`src/rtl/csr_status_regs.vh`:
```
// constants for the core status register block
`ifndef CSR_STATUS_REGS_VH
`define CSR_STATUS_REGS_VH
`define CSR_STATUS_ADDR 5'h03
`define CSR_GPR07_ADDR 5'h07
`define CSR_BIT_SPARE 7
`define CSR_BIT_PAGE_HI 6
`define CSR_BIT_PAGE_LO 5
`define CSR_BIT_TIMEOUT 4
`define CSR_BIT_POWERDOWN 3
`define CSR_BIT_ZERO 2
`define CSR_BIT_DIGIT_CARRY 1
`define CSR_BIT_CARRY 0
`define CSR_STATUS_RESET 8'h18
`define CSR_GPR07_RESET 8'h00
`define CSR_PAGE_WORDS 12'h200
`endif

```
`src/rtl/csr_status.v`:
```
// core status register with flag masking, reset cause and page preselect
// Notes on behaviour
// - one register holds flags, cause, page
// - status writable like any file register
// - flag-updating ops keep alu flag values
// - time-out and power-down ignore writes
// - clear-file zeroes page bits, sets zero
// - page bits select 512-word program page
// - each page spans 512 instruction words
// - power-on: page 0, cause flags 1
// - unimplemented addresses read as zero
// - upper pc bits not software accessible
// - address 07h is a plain data register
`timescale 1ns/10ps
`include "csr_status_regs.vh"
module csr_status (
    // clock and reset
    input wire core_clk,
    input wire srst,
    // file register access from the execution unit
    input wire [4:0] file_addr,
    input wire file_wr,
    input wire [7:0] file_wdata,
    input wire clear_file_op,
    output reg [7:0] file_rdata,
    // alu flag update
    input wire flags_upd_zero,
    input wire flags_upd_dc,
    input wire flags_upd_carry,
    input wire alu_zero,
    input wire alu_digit_carry,
    input wire alu_carry,
    // reset cause events from reset and sleep logic
    input wire watchdog_clear_op,
    input wire sleep_op,
    input wire watchdog_timeout,
    // status view
    output wire [7:0] core_flags_and_page,
    output reg [10:0] page_base
);

// status byte and the plain data register at 07h
reg [7:0] status;
reg [7:0] gpr07;
reg [7:0] next_status;
reg [7:0] next_gpr07;
// per-field next values, merged into next_status
reg [2:0] next_page;
reg [1:0] next_cause;
reg [2:0] next_alu;
// current field groups of the stored byte and of the write data
wire [2:0] page_hold;
wire [1:0] cause_hold;
wire [2:0] alu_hold;
wire [2:0] alu_data;
// access decode
wire sel_status;
wire sel_gpr07;
wire clr_status;
wire data_status;
wire any_flag_upd;
wire flag_data_wr;
wire wr_gpr07;
wire clr_gpr07;

// bit positions inside the three-bit and two-bit field groups
localparam PAGE_SPARE = 2;
localparam PAGE_HI = 1;
localparam PAGE_LO = 0;
localparam CAUSE_TIMEOUT = 1;
localparam CAUSE_POWERDOWN = 0;
localparam ALU_ZERO = 2;
localparam ALU_DIGIT_CARRY = 1;
localparam ALU_CARRY = 0;

// true when the access names the given file address
function csr_addr_hit;
    input [4:0] addr;
    input [4:0] target;
    begin
        csr_addr_hit = (addr == target);
    end
endfunction

// page group of a byte: spare, high and low page bits
function [2:0] csr_page_of;
    input [7:0] value;
    begin
        csr_page_of[PAGE_SPARE] = value[`CSR_BIT_SPARE];
        csr_page_of[PAGE_HI] = value[`CSR_BIT_PAGE_HI];
        csr_page_of[PAGE_LO] = value[`CSR_BIT_PAGE_LO];
    end
endfunction

// reset-cause group of a byte: time-out and power-down
function [1:0] csr_cause_of;
    input [7:0] value;
    begin
        csr_cause_of[CAUSE_TIMEOUT] = value[`CSR_BIT_TIMEOUT];
        csr_cause_of[CAUSE_POWERDOWN] = value[`CSR_BIT_POWERDOWN];
    end
endfunction

// alu group of a byte: zero, digit carry and carry
function [2:0] csr_alu_of;
    input [7:0] value;
    begin
        csr_alu_of[ALU_ZERO] = value[`CSR_BIT_ZERO];
        csr_alu_of[ALU_DIGIT_CARRY] = value[`CSR_BIT_DIGIT_CARRY];
        csr_alu_of[ALU_CARRY] = value[`CSR_BIT_CARRY];
    end
endfunction

// assemble the register byte from its three field groups
function [7:0] csr_pack;
    input [2:0] page;
    input [1:0] cause;
    input [2:0] alu;
    begin
        csr_pack[`CSR_BIT_SPARE] = page[PAGE_SPARE];
        csr_pack[`CSR_BIT_PAGE_HI] = page[PAGE_HI];
        csr_pack[`CSR_BIT_PAGE_LO] = page[PAGE_LO];
        csr_pack[`CSR_BIT_TIMEOUT] = cause[CAUSE_TIMEOUT];
        csr_pack[`CSR_BIT_POWERDOWN] = cause[CAUSE_POWERDOWN];
        csr_pack[`CSR_BIT_ZERO] = alu[ALU_ZERO];
        csr_pack[`CSR_BIT_DIGIT_CARRY] = alu[ALU_DIGIT_CARRY];
        csr_pack[`CSR_BIT_CARRY] = alu[ALU_CARRY];
    end
endfunction

// one alu flag: an alu update wins, then a plain data write, else hold
function csr_flag_next;
    input hold;
    input data;
    input alu_value;
    input data_wr;
    input alu_upd;
    begin
        if (alu_upd)
        begin
            csr_flag_next = alu_value;
        end
        else if (data_wr)
        begin
            csr_flag_next = data;
        end
        else
        begin
            csr_flag_next = hold;
        end
    end
endfunction

// event flag: the clear event wins over the set event, else hold
function csr_set_clear;
    input hold;
    input set_ev;
    input clear_ev;
    begin
        if (clear_ev)
        begin
            csr_set_clear = 1'b0;
        end
        else if (set_ev)
        begin
            csr_set_clear = 1'b1;
        end
        else
        begin
            csr_set_clear = hold;
        end
    end
endfunction

// the two page bits pick one of four program pages
// the low nine bits span one 512-word page
function [10:0] csr_page_base;
    input [7:0] value;
    begin
        csr_page_base = {value[`CSR_BIT_PAGE_HI], value[`CSR_BIT_PAGE_LO], 9'h000};
    end
endfunction

// both selects come from the one decode function
assign sel_status = csr_addr_hit(file_addr, `CSR_STATUS_ADDR);
assign sel_gpr07 = csr_addr_hit(file_addr, `CSR_GPR07_ADDR);
// status takes a data write like any file register
// clear-file beats a data write that lands in the same cycle
assign clr_status = sel_status & clear_file_op;
assign data_status = sel_status & file_wr & ~clear_file_op;
assign any_flag_upd = flags_upd_zero | flags_upd_dc | flags_upd_carry;
// a flag-updating op blocks the data write to all three flags
assign flag_data_wr = data_status & ~any_flag_upd;
// 07h is plain storage, cleared the same way as status
assign wr_gpr07 = sel_gpr07 & file_wr & ~clear_file_op;
assign clr_gpr07 = sel_gpr07 & clear_file_op;
assign page_hold = csr_page_of(status);
assign cause_hold = csr_cause_of(status);
assign alu_hold = csr_alu_of(status);
assign alu_data = csr_alu_of(file_wdata);

// the page bits do not follow the pc across a page edge
always @*
begin
    next_page = page_hold;
    if (clr_status)
    begin
        // clear-file zeroes all three page bits
        next_page = 3'b000;
    end
    else if (data_status)
    begin
        next_page = csr_page_of(file_wdata);
    end
end

// the cause flags never take file write data
always @*
begin
    // a watchdog time-out wins over clear or sleep
    next_cause[CAUSE_TIMEOUT] = csr_set_clear(cause_hold[CAUSE_TIMEOUT], watchdog_clear_op | sleep_op,
        watchdog_timeout);
    // power-down falls on sleep and rises on a watchdog clear
    next_cause[CAUSE_POWERDOWN] = csr_set_clear(cause_hold[CAUSE_POWERDOWN], watchdog_clear_op, sleep_op);
end

// a flag op aimed at another file still updates the flags
always @*
begin
    // each updated flag takes its alu value over any data
    next_alu[ALU_ZERO] = csr_flag_next(alu_hold[ALU_ZERO], alu_data[ALU_ZERO], alu_zero,
        flag_data_wr, flags_upd_zero);
    next_alu[ALU_DIGIT_CARRY] = csr_flag_next(alu_hold[ALU_DIGIT_CARRY], alu_data[ALU_DIGIT_CARRY],
        alu_digit_carry, flag_data_wr, flags_upd_dc);
    next_alu[ALU_CARRY] = csr_flag_next(alu_hold[ALU_CARRY], alu_data[ALU_CARRY], alu_carry,
        flag_data_wr, flags_upd_carry);
    // clear-file sets zero even when the alu updates it
    if (clr_status)
    begin
        next_alu[ALU_ZERO] = 1'b1;
    end
end

// holds its value until written or cleared
always @*
begin
    next_gpr07 = gpr07;
    if (clr_gpr07)
    begin
        next_gpr07 = 8'h00;
    end
    else if (wr_gpr07)
    begin
        next_gpr07 = file_wdata;
    end
end

// one byte carries flags, reset cause and page bits
// groups merge last so that each group keeps a single writer
always @*
begin
    next_status = csr_pack(next_page, next_cause, next_alu);
end

// power-on value; the alu flags are undefined, zero chosen
always @(posedge core_clk)
begin
    if (srst)
    begin
        status <= `CSR_STATUS_RESET;
        gpr07 <= `CSR_GPR07_RESET;
    end
    else
    begin
        status <= next_status;
        gpr07 <= next_gpr07;
    end
end

// addresses outside this block read as zero
// combinational so an instruction reads its operand in its own cycle
always @*
begin
    if (sel_status)
    begin
        file_rdata = status;
    end
    else if (sel_gpr07)
    begin
        file_rdata = gpr07;
    end
    else
    begin
        file_rdata = 8'h00;
    end
end

assign core_flags_and_page = status;

// upper pc bits leave only as this base, never as a file
always @*
begin
    page_base = csr_page_base(status);
end

endmodule // csr_status

```
`config.mk`:
```
export PLATFORM = sky130hd
export DESIGN_NAME = csr_status
export DESIGN_NICKNAME = d
export VERILOG_FILES = /design/src/rtl/csr_status.v
export VERILOG_INCLUDE_DIRS = /design/src /design/src/rtl
export SDC_FILE = /design/constraint.sdc
export NUM_CORES = 1
export LEC_CHECK = 0
export ABC_AREA = 1
export ABC_CLOCK_PERIOD_IN_PS = 2600
export BUFFER_PORTS_ARGS = -buffer_cell sky130_fd_sc_hd__buf_2
export CAP_MARGIN = 20
export CORE_AREA = 2 2 50 52
export CTS_CLUSTER_DIAMETER = 80
export DETAILED_ROUTE_END_ITERATION = 6
export DIE_AREA = 0 0 52 54
export PLACE_DENSITY = 0.77
export SKIP_LAST_GASP = 1
export SLEW_MARGIN = 30
export SYNTH_ARGS = -nofsm -noshare
export SYNTH_HDL_FRONTEND = slang
export SYNTH_SLANG_ARGS = --single-unit
```
`constraint.sdc`:
```
create_clock -name core_clk -period 2.6 [get_ports core_clk]
set_input_delay 0.52 -clock core_clk [delete_from_list [all_inputs] [get_ports core_clk]]
set_output_delay 0.52 -clock core_clk [all_outputs]
set_load 0.01 [all_outputs]
```
Yosys cells after proc, flatten, opt, wreduce, memory -nomap -nowiden
Cells that the tools add are included.

cells by class
  equality and inequality tests = 2
  mux-type cells = 13
  bitwise logic cells = 12
  reduce and logical (&&, ||, !) cells = 7

operators with widths
  cell                  number
  $mux W8               2
  $mux W1               11
  $reduce_bool A2 Y1    4
  $and A1 B1 Y1         7
  $eq A5 B2 Y1 const B  1
  $eq A5 B3 Y1 const B  1
  $reduce_or A2 Y1      2
  $or A1 B1 Y1          3
  $reduce_bool A3 Y1    1
  $not A1 Y1            2

storage, ports and cells
  register bits = 16
  output and inout port bits = 27

Depth between registers and ports, before layout
  depth in word-level cells = 7
  gate-level depth with buffers = 8

Worst setup path before layout
OpenSTA, ideal clock, no wires.

  path kind = input -> output
  from = input file_addr[4]
  to = output file_rdata[2]
  arrival = 1.196 ns
  setup slack = 0.884 ns
  cell stages on the path = 5
  buffers on the path = 0
  cells stage by stage = nor2_4 > inv_2 > nor2_8 > inv_1 > o21ai_0

on the way
  word-level cells in the longest chain between the ends = 3
  elaborated cells on any way between the ends = 4
  classes of those cells = 2 x eq/ne; 2 x mux

RTL lines
  element             line              text
  start: declaration  csr_status.v:21   input wire [4:0] file_addr,
  $eq A5 B3 Y1        csr_status.v:81   csr_addr_hit = (addr == target);
  $mux W8             csr_status.v:288  else if (sel_gpr07)
  $mux W8 *           csr_status.v:284  if (sel_status)
  end: declaration    csr_status.v:25   output reg [7:0] file_rdata,

Mark *: on every way between the ends. The rest lies on a longest branch, timed or not.

Worst setup path after layout
  from = input file_addr[2]
  to = output file_rdata[5]

Same word-level chain as after synthesis.

==> qor.yml <==
status:
  run_status: "complete, no violations"
floorplanning:
  rows: 18
  die_y_um: 54
  start_util_pct: 41.53
  num_io_pins: 53
  die_w_um: 52
  dieArea_um2: 2808
  core-area_um2: 2320
synth:
  ys_types: 21
  yosysTopAreaCellShare_pct: 33.25
  syn_inst: 128
  synth_flop_cell: "dfxtp_1"
  seq_area_frac_synth_pct: 33.25
  synthTopCellsByCount: "16 x dfxtp_1, 16 x nand2_1, 13 x buf_4, 13 x inv_1, 11 x nor2_1"
  ys_ff_latch: 16
  yosys-top-cells-area: "dfxtp_1 33%, buf_4 10%, nand4_1 6.5%"
  ys_async_sr_fraction_pct: 0
  yosys_warnings: 0
  yosysTopAreaCell: "dfxtp_1"
  synthesis.area_um2: 963.4
  synth-edff-count: 0
  postSynthAreaPerCell_um2: 7.527
global_routing:
  grt_max_degree: 21
  globalRouteTotalUtil_pct: 18.09
  grt_pass1_wl_mm: 3.753
  grt-ovfl-total: 0
  antenna_found_initial: 0
  first_global_vias: 925
clocking:
  cts_tree: "built"
  cts_resized: 0
  cts_buffers: 3
  clk_latency_ps: 290
  cts_sinks: 16
  cts_root_buf: "clkbuf_4"
  clockBufferDepth: 2
  htree_levels: 1
  post_cts_buffers: 0
  postCtsHoldBufs: 0
  clkTransAtPathRegs_ps: 100
sta:
  worst_pin_slew_ps: 605.1
  min_period_ps: 1942
  setup_tns_ps: 0
  final_hold_viol_count: 0
  period_share_pct: 74.71
  rsz0062_at_grt: "no"
  final-setup-viol-count: 0
  slew_headroom_pct: 59.62
  fin_skew_ps: 0
  fmax_mhz: 514.8
  fin_ws_ps: 657.6
  slew_viol_final: 0
critical_path:
  worst-path-buf-inv: 4
  cp_max_fo: 8
  startpoint_type: "input pin"
  cpMostUsedCell: "buf_2"
  slowest_delay_ps: 170
  cp.arrival_ps: 1420
  crit_slowest_cell: "nor2_8"
  worst-setup-path-type: "input pin to output pin"
  crit_required_ps: 2080
  cp-end-kind: "output pin"
  path_delay_family: "buffers and inverters"
  worstPathCellList: "buf_2, inv_2, nand3_2, nor2_8, inv_1, o21ai_0, buf_2"
final_layout:
  seq_area_um2: 320.3
  n_antenna_cell: 0
  final_nets: 196
  final_area_um2: 1170
  final_cells: 199
  multiInputGateArea_um2: 496.7
  layout-drive-gt1-share_pct: 35.50
  area_growth_syn_to_layout_pct: 21.43
  num-fill-cells: 244
placement:
  place_area_um2: 1134
  numPlacedInstances: 195
  io_buffers: 43
  dpl.hpwl_mm: 1.872
  gp_congestion: 0.8782
  pre_cts_slack_ps: 649.6
power_and_ir_drop:
  finalPower_mw: 0.5061
  power.density_nw_per_um2: 432.6
  ir_drop_mv: 0.3212
  p_leak_nw: 0.5664
detailed_routing:
  route.met3.wl_um: 152
  routed-via-count: 1001
  wl_mm: 2.369
  route.met2.wl_mm: 1.239
  antenna_left: 0
  wl_met1_um: 951
  wire_per_inst_um: 11.90
  drtIter0Drc: 16
  via_per_inst: 5.030
  dr.pass1.iters: 4
  drc: 0
  routed.top_layer: "met4"
worst_hold_path:
  hp-class: "input pin to register"
job:
  maxCapViolCount: 0
## stage by stage
stage	util, %	hold slack, ps
2_1_floorplan	-	441.1
3_3_place_gp	48.87	453.0
3_5_place_dp	48.87	454.8
4_1_cts	50.43	402.3
5_1_grt	50.43	394.2
6_report	50.43	411.3
## worst reg2reg max path: cells and delay by family (launching register included)
family / cells / cell delay, ps
AOI/OAI and AO/OA: 1 / 230
buffers and inverters: 1 / 70
DFF: 1 / 360
## sequential cells by signal, summed over array words and instances, names as in the netlist
signal               flops
core_flags_and_page      8
gpr07                    8
## routing by layer
metal,vias up,track usage [%]
met1,464,18.06
met2,35,34.39
li1,498,-
met3,4,4.167
met4,0,10.09
met5,-,0
## power by group
part / switching (mW) / internal, mW / leakage [nW]
clock network: 0.0818 / 0.0853 / 0.0210
logic: 0.0533 / 0.0303 / 0.415
registers: 0.00423 / 0.251 / 0.130
total: 0.139 / 0.367 / 0.566
## worst paths after layout
check | start | end | slack [ps] | cells past startpoint
max | file_addr[2] | file_rdata[5] | 660 | 7
min | watchdog_timeout | core_flags_and_page[4]$_SDFFE_PP1P_ | 410 | 2
max reg2reg | core_flags_and_page[6]$_SDFFE_PP0P_ | core_flags_and_page[6]$_SDFFE_PP0P_ | 1860 | 2
min reg2reg | gpr07[1]$_SDFFE_PP0P_ | gpr07[1]$_SDFFE_PP0P_ | 470 | 2
## kinds of logic after synthesis
family / count (synthesis) / synth area share (%)
compound gates: 23 / 14.80
buf+inv: 30 / 18.31
flops: 16 / 33.25
other cells: 1 / 0.3892
simple gates: 58 / 33.25
## layout by cell type (no fill, tap or decap), drive strengths merged
cell / count
buf: 44
clkbuf: 4
a32o: 4
a21oi: 9
o21ai: 7
conb: 9
nand4: 10
dfxtp: 16
inv: 15
nor2: 16
nand3: 13
a211oi: 3
nand2: 17
nor3: 2
## area by class of cell
cell class | count | area share, %
inverter | 15 | 4.813
multi-input combinational | 90 | 42.46
sequential | 16 | 27.38
timing repair buffer | 44 | 19.04
clock buffer | 4 | 3.102
tap | 30 | 3.209
No activity file was read; power rests on OpenSTA's default activity.
